File: src/rtl/abw_pkg.sv
// Shared constants for the system-bus to peripheral-bus bridge with write protection
package abw_pkg;

  // Bus widths and peripheral index field width
  localparam int unsigned ADDR_W = 32;
  localparam int unsigned DATA_W = 32;
  localparam int unsigned STRB_W = 4;
  localparam int unsigned IDX_W  = 5;

  // Protection register offsets inside the bridge's own page
  localparam logic [7:0] PROT_CLR_OFS = 8'h00;
  localparam logic [7:0] PROT_SET_OFS = 8'h04;

  // Protection state reset value
  localparam logic [31:0] PROT_RESET = 32'h00000002;

  // Bridge's own register page: address bits [15:8]
  localparam logic [7:0] LOCAL_PAGE = 8'hFF;

  // Peripheral index field position in the address
  localparam int unsigned IDX_LSB = 10;

  // Transfer size encodings
  localparam logic [2:0] SIZE_BYTE = 3'h0;
  localparam logic [2:0] SIZE_HALF = 3'h1;
  localparam logic [2:0] SIZE_WORD = 3'h2;

  // Transfer type bit that marks a real request
  localparam int unsigned TRANS_ACTIVE_BIT = 1;

  // Bridge sequencer states
  typedef enum logic [3:0] {
    ST_IDLE   = 4'b0001,
    ST_WDATA  = 4'b0010,
    ST_ACCESS = 4'b0100,
    ST_ERR    = 4'b1000
  } abw_state_t;

endpackage

File: src/rtl/abw_lane_decode.sv
// Byte-lane strobe decoder from transfer size and low address bits
`timescale 1ns/1ns
module abw_lane_decode
  import abw_pkg::*;
(
  // Transfer shape
  input  wire logic [2:0]        size_i,
  input  wire logic [1:0]        addr_lo_i,
  // Lane strobes
  output logic      [STRB_W-1:0] strb_o
);

  // One lane per byte, two for a half word, all four for a word
  always_comb begin
    unique case (size_i)
      SIZE_BYTE: strb_o = 4'h1 << addr_lo_i;
      SIZE_HALF: strb_o = addr_lo_i[1] ? 4'hC : 4'h3;
      default:   strb_o = 4'hF;
    endcase
  end

endmodule

File: src/rtl/abw_bridge.sv
// System-bus slave to peripheral-bus bridge with per-peripheral write protection
// Notes on behaviour
// - The bridge is a system-bus slave and forwards each accepted transfer outside its own register page, except protected writes, to the peripheral bus.
// - The peripheral side uses APB4-style signals with no setup phase, with wait states, error return and protection attributes.
// - Byte, half-word and word writes drive only the matching byte-lane strobes.
// - Reads also carry lane strobes so a peripheral can see which lanes are targeted.
// - Address and data are presented in one peripheral cycle, select and enable rising together.
// - Writing 0 to a protection bit leaves that bit unchanged.
// - Writing 1 to a clear-register bit removes that protection, and reads show 1 while protected.
`timescale 1ns/1ns
module abw_bridge
  import abw_pkg::*;
(
  // Clock and reset
  input  wire logic              clock_i,
  input  wire logic              rst_b_i,
  // System bus slave
  input  wire logic              hsel_i,
  input  wire logic [ADDR_W-1:0] haddr_i,
  input  wire logic [1:0]        htrans_i,
  input  wire logic              hwrite_i,
  input  wire logic [2:0]        hsize_i,
  input  wire logic [3:0]        hprot_i,
  input  wire logic [DATA_W-1:0] hwdata_i,
  input  wire logic              hready_i,
  output logic                   hreadyout_o,
  output logic                   hresp_o,
  output logic      [DATA_W-1:0] hrdata_o,
  // Peripheral bus master
  output logic                   psel_o,
  output logic                   penable_o,
  output logic      [ADDR_W-1:0] paddr_o,
  output logic                   pwrite_o,
  output logic      [DATA_W-1:0] pwdata_o,
  output logic      [STRB_W-1:0] pstrb_o,
  output logic      [2:0]        pprot_o,
  input  wire logic [DATA_W-1:0] prdata_i,
  input  wire logic              pready_i,
  input  wire logic              pslverr_i,
  // Protection state, for peripherals that want to see it
  output logic      [31:0]       protect_o
);

  abw_state_t        state_reg;
  logic [31:0]       prot_reg;
  logic [ADDR_W-1:0] addr_reg;
  logic              write_reg;
  logic [2:0]        size_reg;
  logic [STRB_W-1:0] strb_reg;
  logic [STRB_W-1:0] strb_next;
  logic [31:0]       lane_mask;
  logic              accept;
  logic              local_hit;
  logic              blocked;
  logic              reg_wr;

  // A request is taken only in idle, so the data phase always sees a settled state
  assign accept    = (state_reg == ST_IDLE) && hsel_i && htrans_i[TRANS_ACTIVE_BIT] && hready_i;
  assign local_hit = (addr_reg[15:8] == LOCAL_PAGE);
  assign blocked   = write_reg && !local_hit && prot_reg[addr_reg[IDX_LSB +: IDX_W]];
  assign reg_wr    = (state_reg == ST_WDATA) && local_hit && write_reg;
  assign lane_mask = {{8{strb_reg[3]}}, {8{strb_reg[2]}}, {8{strb_reg[1]}}, {8{strb_reg[0]}}};

  // Lane strobes worked out in the address phase, for reads as well as writes
  abw_lane_decode u_lanes (
    .size_i    (hsize_i),
    .addr_lo_i (haddr_i[1:0]),
    .strb_o    (strb_next)
  );

  // Address-phase capture
  always_ff @(posedge clock_i or negedge rst_b_i) begin
    if (!rst_b_i) begin
      addr_reg  <= '0;
      write_reg <= 1'b0;
      size_reg  <= SIZE_WORD;
      strb_reg  <= '0;
    end else if (accept) begin
      addr_reg  <= haddr_i;
      write_reg <= hwrite_i;
      size_reg  <= hsize_i;
      strb_reg  <= strb_next;
    end
  end

  // Protection bits: set and clear registers, zero bits leave state alone
  always_ff @(posedge clock_i or negedge rst_b_i) begin
    if (!rst_b_i) begin
      prot_reg <= PROT_RESET;
    end else if (reg_wr && addr_reg[7:0] == PROT_CLR_OFS) begin
      prot_reg <= prot_reg & ~(hwdata_i & lane_mask);
    end else if (reg_wr && addr_reg[7:0] == PROT_SET_OFS) begin
      prot_reg <= prot_reg | (hwdata_i & lane_mask);
    end
  end

  always_ff @(posedge clock_i or negedge rst_b_i) begin
    if (!rst_b_i) begin
      protect_o <= PROT_RESET;
    end else begin
      protect_o <= prot_reg;
    end
  end

  // Transfer sequencer; the peripheral cycle has no separate setup phase
  always_ff @(posedge clock_i or negedge rst_b_i) begin
    if (!rst_b_i) begin
      state_reg   <= ST_IDLE;
      hreadyout_o <= 1'b1;
      hresp_o     <= 1'b0;
      hrdata_o    <= '0;
      psel_o      <= 1'b0;
      penable_o   <= 1'b0;
      paddr_o     <= '0;
      pwrite_o    <= 1'b0;
      pwdata_o    <= '0;
      pstrb_o     <= '0;
      pprot_o     <= '0;
    end else begin
      unique case (state_reg)
        ST_IDLE: begin
          hresp_o <= 1'b0; // Ends the second error cycle
          if (accept) begin
            hreadyout_o <= 1'b0;
            pprot_o     <= {~hprot_i[0], 1'b0, hprot_i[1]};
            state_reg   <= ST_WDATA;
          end
        end
        ST_WDATA: begin
          if (local_hit) begin
            hrdata_o    <= prot_reg;
            hreadyout_o <= 1'b1;
            state_reg   <= ST_IDLE;
          end else if (blocked) begin
            hresp_o   <= 1'b1;
            state_reg <= ST_ERR;
          end else begin
            psel_o    <= 1'b1;
            penable_o <= 1'b1;
            paddr_o   <= addr_reg;
            pwrite_o  <= write_reg;
            pwdata_o  <= hwdata_i;
            pstrb_o   <= strb_reg;
            state_reg <= ST_ACCESS;
          end
        end
        ST_ACCESS: begin
          // Peripheral may stretch the cycle with wait states
          if (pready_i) begin
            psel_o    <= 1'b0;
            penable_o <= 1'b0;
            pstrb_o   <= '0;
            hrdata_o  <= prdata_i;
            if (pslverr_i) begin
              hresp_o   <= 1'b1;
              state_reg <= ST_ERR;
            end else begin
              hreadyout_o <= 1'b1;
              state_reg   <= ST_IDLE;
            end
          end
        end
        ST_ERR: begin
          // Two-cycle error: this edge opens the ready-high half
          hreadyout_o <= 1'b1;
          state_reg   <= ST_IDLE;
        end
      endcase
    end
  end

  // Checks beside the logic; the clock is assumed running while requests come

  AST_ZERO_WRITE_KEEPS: assert property (@(posedge clock_i) disable iff (!rst_b_i)
    reg_wr && (hwdata_i == 32'h00000000) |=> $stable(prot_reg))
    else $error("protection changed on a write of zero");

  AST_CLEAR_REMOVES: assert property (@(posedge clock_i) disable iff (!rst_b_i)
    reg_wr && addr_reg[7:0] == PROT_CLR_OFS && strb_reg == 4'hF
      |=> (prot_reg & $past(hwdata_i)) == 32'h00000000)
    else $error("clear write did not remove protection");

  AST_READ_SHOWS_STATE: assert property (@(posedge clock_i) disable iff (!rst_b_i)
    (state_reg == ST_WDATA) && local_hit && !write_reg |=> hreadyout_o && hrdata_o == $past(prot_reg))
    else $error("protection read did not return state");

  AST_BLOCKED_ERROR: assert property (@(posedge clock_i) disable iff (!rst_b_i)
    (state_reg == ST_WDATA) && blocked
      |=> (hresp_o && !hreadyout_o && !psel_o) ##1 (hresp_o && hreadyout_o && !psel_o))
    else $error("protected write not refused with error");

  AST_FORWARD: assert property (@(posedge clock_i) disable iff (!rst_b_i)
    accept && !hwrite_i && haddr_i[15:8] != LOCAL_PAGE |-> ##2 psel_o)
    else $error("accepted read not forwarded");

  AST_MERGED_CYCLE: assert property (@(posedge clock_i) disable iff (!rst_b_i)
    $rose(psel_o) |-> penable_o && $past(state_reg) == ST_WDATA)
    else $error("select and enable not raised together");

  AST_WAIT_HOLDS: assert property (@(posedge clock_i) disable iff (!rst_b_i)
    psel_o && !pready_i |=> psel_o && $stable(paddr_o) && $stable(pwdata_o) && !hreadyout_o)
    else $error("transfer not held during wait state");

  AST_SLVERR_RETURN: assert property (@(posedge clock_i) disable iff (!rst_b_i)
    psel_o && pready_i && pslverr_i |=> hresp_o && !hreadyout_o ##1 hresp_o && hreadyout_o)
    else $error("peripheral error not returned");

  AST_BYTE_LANE: assert property (@(posedge clock_i) disable iff (!rst_b_i)
    psel_o && pwrite_o && size_reg == SIZE_BYTE |-> $countones(pstrb_o) == 1)
    else $error("byte write strobes wrong");

  AST_READ_LANES: assert property (@(posedge clock_i) disable iff (!rst_b_i)
    psel_o && !pwrite_o |-> pstrb_o == strb_reg && pstrb_o != 4'h0)
    else $error("read carries no lane strobes");

endmodule

File: config.mk
export PLATFORM = sky130hd
export DESIGN_NAME = abw_bridge
export DESIGN_NICKNAME = d
export VERILOG_FILES = /design/src/rtl/abw_pkg.sv /design/src/rtl/abw_lane_decode.sv /design/src/rtl/abw_bridge.sv
export SDC_FILE = /design/constraint.sdc
export NUM_CORES = 1
export LEC_CHECK = 0
export BUFFER_PORTS_ARGS = -buffer_cell sky130_fd_sc_hd__buf_2
export CAP_MARGIN = 10
export CORE_UTILIZATION = 40
export DETAILED_ROUTE_END_ITERATION = 10
export SLEW_MARGIN = 0
export SYNTH_ARGS = -nofsm -noshare
export SYNTH_HDL_FRONTEND = slang
export SYNTH_SLANG_ARGS = --single-unit
File: constraint.sdc
create_clock -name clock_i -period 7.7 [get_ports clock_i]
set_input_delay 0.77 -clock clock_i [delete_from_list [all_inputs] [get_ports clock_i]]
set_output_delay 0.77 -clock clock_i [all_outputs]
set_load 0.03 [all_outputs]
# Word-level counts from Yosys, hierarchy flattened

Cells that the tools add are included.

Bits in writable memories: 0
Output and inout port bits: 140
Bits in latches: 0
Flip-flop bits (word level): 211
Bits in read-only memories: 0
Memories: 0
Bits of input ports: 112

Reductions and logical operators: 22
Divide/modulo/power cells: 0
Shift-type cells: 1
Muxes and demuxes: 33
Bitwise logic cells: 7
Add/sub/neg operators: 0
Magnitude comparators: 1
Eq/ne operators: 15
$mul: 0

Operator list:

| cell                                                                   | number |
|---|---|
| 32-bit 2-to-1 mux                                                      | 4 |
| 32-bit AND                                                             | 2 |
| 32-bit one-hot mux with 2 select lines                                 | 1 |
| 4-bit 2-to-1 mux                                                       | 9 |
| 32-bit inverter                                                        | 1 |
| 32-bit OR                                                              | 1 |
| 2-bit inequality test (second input constant)                          | 8 |
| 4-bit one-hot mux with 2 select lines                                  | 2 |
| 4-bit one-hot mux with 4 select lines                                  | 1 |
| 1-bit 2-to-1 mux                                                       | 12 |
| 1-bit logical AND                                                      | 9 |
| 8-bit by 3-bit equality test with 1-bit output (second input constant) | 1 |
| 8-bit equality test (second input constant)                            | 1 |
| 8-bit logical NOT                                                      | 1 |
| 4-bit AND reduction                                                    | 2 |
| 5-bit by 6-bit < comparator with 1-bit output (second input constant)  | 1 |
| 3-bit AND reduction                                                    | 2 |
| 1-bit binary-select mux with 5-bit select                              | 1 |
| 5-bit AND reduction                                                    | 1 |
| 4-bit by 1-bit equality test with 1-bit output (second input constant) | 1 |
| 4-bit by 2-bit equality test with 1-bit output (second input constant) | 1 |
| 4-bit by 3-bit equality test with 1-bit output (second input constant) | 1 |
| 4-bit equality test (second input constant)                            | 1 |
| 1-bit one-hot mux with 4 select lines                                  | 1 |
| 10 further kinds                                                       | 14 |

# Logic depth before layout (Yosys ltp)

Depth after elaboration: 7
Gate-level depth with buffers: 7
Mapped depth without buffers: 5

# By module

Synthesis repeated with hierarchy kept, for this count alone.

Cell total of the unflattened synthesis: 629
Area, all modules: 8594.5 um^2

By module, submodules not included:

| module          | cells an instance | area each (um^2) | sequential area each (um^2) | instances |
|---|---|---|---|---|
| abw_bridge      | 621               | 8552.0           | 5285.1                      | 1 |
| abw_lane_decode | 8                 | 42.5             | 0.0                         | 1 |

# Worst setup path before layout

Ideal clock, no wire load.

Kind: register -> register
Start point: reg addr_reg[11]
End point: reg paddr_o[27]
Cell stages (with the launch flop): 8
Clock period less this slack: 2452 ps
Setup time: 128 ps
Arrival time: 2325 ps
Slack: 5248 ps
Cell sequence: dfrtp_1 > buf_4 > mux4_2 > mux4_2 > mux2i_4 > o21ai_2 > buf_6 > mux2_1

Word-level cells in the longest chain between the ends: 6
Elaborated cells between the ends (all ways): 9

Ends and longest elaborated chain:

| item                                                                                              | line              | text |
|---|---|---|
| start, declared                                                                                   | abw_bridge.sv:46  | `logic [ADDR_W-1:0] addr_reg;` |
| start signal, assigned                                                                            | abw_bridge.sv:79  | `addr_reg <= haddr_i;` |
| parallel branches: the longest is 5 deep, another holds 1-bit binary-select mux with 5-bit select | -                 |  |
| 3-bit AND reduction (no source line) (*)                                                          | -                 |  |
| end signal, assigned                                                                              | abw_bridge.sv:140 | `paddr_o <= addr_reg;` |
| end, declared                                                                                     | abw_bridge.sv:32  | `output logic [ADDR_W-1:0] paddr_o,` |

Every way passes the cells marked *. The select of a mux whose other input is x is not followed.
A chain may end at the register's enable or synchronous reset.

# Worst setup path after layout

Start point: reg addr_reg[11]
End point: reg pwdata_o[26]

Word-level cells in the longest chain between the ends: 6
Elaborated cells between the ends (all ways): 9

Ends and longest elaborated chain:

| item                                                                                              | line              | text |
|---|---|---|
| parallel branches: the longest is 5 deep, another holds 1-bit binary-select mux with 5-bit select | -                 |  |
| 3-bit AND reduction (no source line) (*)                                                          | -                 |  |
| end signal, assigned                                                                              | abw_bridge.sv:142 | `pwdata_o <= hwdata_i;` |
| end, declared                                                                                     | abw_bridge.sv:34  | `output logic [DATA_W-1:0] pwdata_o,` |

Marks and branches as above.

==> metrics.csv <==
stage,metric,value,unit
run_status,status,finished clean,
power_and_ir_drop,combPwrFrac,34.7,%
sta,final-setup-viol-count,0,
clocking,post_cts_resized,0,
critical_path,crit_required,8.07,ns
clocking,hold_buffers,0,
synth,synth_top_area_cell,dfrtp_1,
sta,max_freq,0.301,GHz
power_and_ir_drop,clockPowerShare,26.9,%
floorplanning,core,0.0204,sq mm
detailed_routing,ant_nets,0,
detailed_routing,viasPerCell,4.99,
clocking,htree_levels,1,
critical_path,end_kind,flip-flop,
power_and_ir_drop,ir_drop,0.212,mV
grt,antenna_found_initial,2,
sta,finalMaxSlewViolations,0,
power_and_ir_drop,p_seq_share,38.4,%
critical_path,critPathArrivalTime,3.69,ns
cells_and_area,finalNetCount,985,
floorplanning,design.die.area,0.0215,sq mm
clocking,clock_latency,0.50,ns
placed_design,dp_slack,4.35,ns
floorplanning,die_h,147,microns
floorplanning,rows,52,
placed_design,dp_hpwl,14.3,mm
cells_and_area,layout_common_cells,"buf_2 (246), dfrtp_1 (207), mux2_1 (122), nand2_1 (112), nor2_1 (40)",
sta,rsz0062_at_grt,false,
floorplanning,initial_utilization,41.1,%
sta,min_period_over_period,43.1,%
clocking,cts_root_buffer,clkbuf_16,
floorplanning,ios,252,
critical_path,r2r_cells,6,
critical_path,start_kind,flip-flop,
synth,synth_top_area_share,61.9,%
critical_path,worstReg2RegEnd,pwdata_o[26]$_DFFE_PN0P_,
detailed_routing,avgRoutedWirePerCell,17.8,microns
synth,synth.distinct_cells,35,
critical_path,ff2ff_setup_slack,4.38,ns
synth,synthesis.nets,740,
floorplanning,die_w,147,microns
synth,netlist_instances,628,
flow_run,maxCapViolations,0,
power_and_ir_drop,p_sw_share,37.7,%
power_and_ir_drop,p_per_area,400,mW/mm^2
power_and_ir_drop,leakage,5.31,nW
worst_hold_path,holdCritPathClass,in -> async,
sta,finalClockSkew,0.00979,ns
clocking,post-cts-setup-buffer-count,0,
sta,worst_pin_slew,1.08,ns
detailed_routing,drcViolationCount,0,
synth,syn-cell-area,0.00836,sq mm
sta,final.setup.worst_slack,4.38,ns
placed_design,gp_congestion,0.768,
placed_design,port_buffers,247,
critical_path,critPathKind,reg -> reg,
sta,fin_crit,3.32,ns
synth,synth-seq-cells,211,
critical_path,r2r-start,addr_reg[11]$_DFFE_PN0P_,
synth,synthTopCellsByArea,"dfrtp_1 (62%), mux2_1 (16%), nand2_1 (5.1%)",
detailed_routing,drt-pass1-iter-count,5,
clocking,cts_sinks,211,
grt,grtUsageTotal,19.5,%
detailed_routing,dr.first_iter.drc_count,219,
sta,setup_tns,0,ns
sta,finalHoldViolations,0,
detailed_routing,num_vias,5791,
synth,ys_seq_area_share,63.2,%
cells_and_area,area_growth,27.1,%
detailed_routing,wl,20.6,mm
power_and_ir_drop,p_int,2.65,mW
synth,syn_avg_cell_area,13.3,sq um
synth,yosysWarnings,0,
grt,grt_pass1_wl,32.9,mm
clocking,clk_pin_slew_worst_paths,0.06,ns
critical_path,cp_max_fo,70,
cells_and_area,final_common_cell,buf_2,
grt,grt_max_degree,96,
clocking,cts_tree,yes,
cells_and_area,layout-drive-gt1-share,36.0,%
clocking,cts_buffers,23,
sta,maxSlewHeadroom,27.9,%
grt,grt_pass1_vias,5744,
clocking,cts.path.max_buffers,3,
power_and_ir_drop,switchingPower,1.60,mW
grt,gr-total-overflow,0,
## worst max-delay path by stage
stage	from	endpoint	slack [ns]	cells after the start
detailed placement	addr_reg[11]$_DFFE_PN0P_	pwdata_o[5]$_DFFE_PN0P_	4.35	6
floorplan	addr_reg[11]$_DFFE_PN0P_	paddr_o[27]$_DFFE_PN0P_	5.25	7
CTS	addr_reg[11]$_DFFE_PN0P_	pwdata_o[5]$_DFFE_PN0P_	4.35	6
finish	addr_reg[11]$_DFFE_PN0P_	pwdata_o[26]$_DFFE_PN0P_	4.38	6
global placement	addr_reg[11]$_DFFE_PN0P_	pwdata_o[21]$_DFFE_PN0P_	4.40	6
global route	addr_reg[11]$_DFFE_PN0P_	pwdata_o[25]$_DFFE_PN0P_	4.20	6
## layer usage
layer / wire [microns] / global-route usage [%] / vias to the layer above
li1: - / - / 2696
met1: 9370 / 26.8 / 2860
met2: 9440 / 31.4 / 206
met3: 1470 / 5.25 / 29
met4: 318 / 3.44 / 0
met5: 0 / 0 / -
## critical path, stage by stage, from the launching register on
cell and delay [ns]:
dfrtp_1 0.77, mux4_2 0.63, mux4_2 0.52, mux2i_4 0.22
o21ai_4 0.08, buf_4 0.44, mux2_1 0.46
## cell usage after synthesis
master	n
a211oi_1	1
nor4_1	1
nand2_1	113
nor3_2	4
nand2b_1	1
nor2b_1	1
mux2i_4	1
or4b_1	3
nor4b_1	3
mux2_2	8
buf_4	3
o31a_1	1
o21ai_0	9
a31oi_1	35
buf_6	7
mux2_1	122
o21ai_1	2
a21oi_1	4
and4_1	2
nor2_1	41
a221oi_1	1
clkbuf_1	24
o21ai_2	1
o31ai_1	1
mux4_2	10
dfstp_2	4
xor2_1	1
inv_1	4
nand3_1	4
or2_1	1
dfrtp_1	207
nor4b_2	1
mux2i_1	5
conb_1	1
o221a_2	1
## cell families (layout without fill, tap and decap cells)
group | after synthesis | count (layout) | share of synthesized area (%)
XOR/XNOR | 1 | 1 | 0.105
multiplexers | 146 | 146 | 21.1
flip-flops | 211 | 211 | 63.2
buffers and inverters | 38 | 298 | 2.47
AND/OR/NAND/NOR | 175 | 175 | 8.99
other | 1 | 3 | 0.0448
AO/OA/AOI/OAI | 56 | 56 | 4.14
## through the flow
step	cell area, sq um	cells	power [mW]	utilization (%)	hold WS (ns)
after global placement	9840	1118	3.12	48.3	0.378
after floorplan	8360	628	2.70	-	0.365
final	10600	1160	4.26	52.2	0.263
after CTS	10600	1158	4.32	52.2	0.299
after global routing	10600	1158	4.50	52.2	0.300
after detailed placement	9840	1118	3.16	48.3	0.379
## power by group through the flow
stage / Combinational, mW / Sequential [mW] / Clock, mW
2_1_floorplan: 0.635 / 2.07 / 0
3_3_place_gp: 1.48 / 1.65 / 0
3_5_place_dp: 1.50 / 1.66 / 0
4_1_cts: 1.50 / 1.64 / 1.18
5_1_grt: 1.59 / 1.68 / 1.22
6_report: 1.48 / 1.63 / 1.14
## final cells by class
cell class / instances / area [sq um]
Antenna cell: 2 / 5.00
Clock buffer: 33 / 653
Clock inverter: 7 / 135
Fill cell: 1811 / 9740
Inverter: 4 / 15.0
Multi-Input combinational cell: 379 / 2900
Sequential cell: 211 / 5290
Tap cell: 270 / 338
Timing Repair Buffer: 254 / 1300
Power figures use the tool's default switching activity.
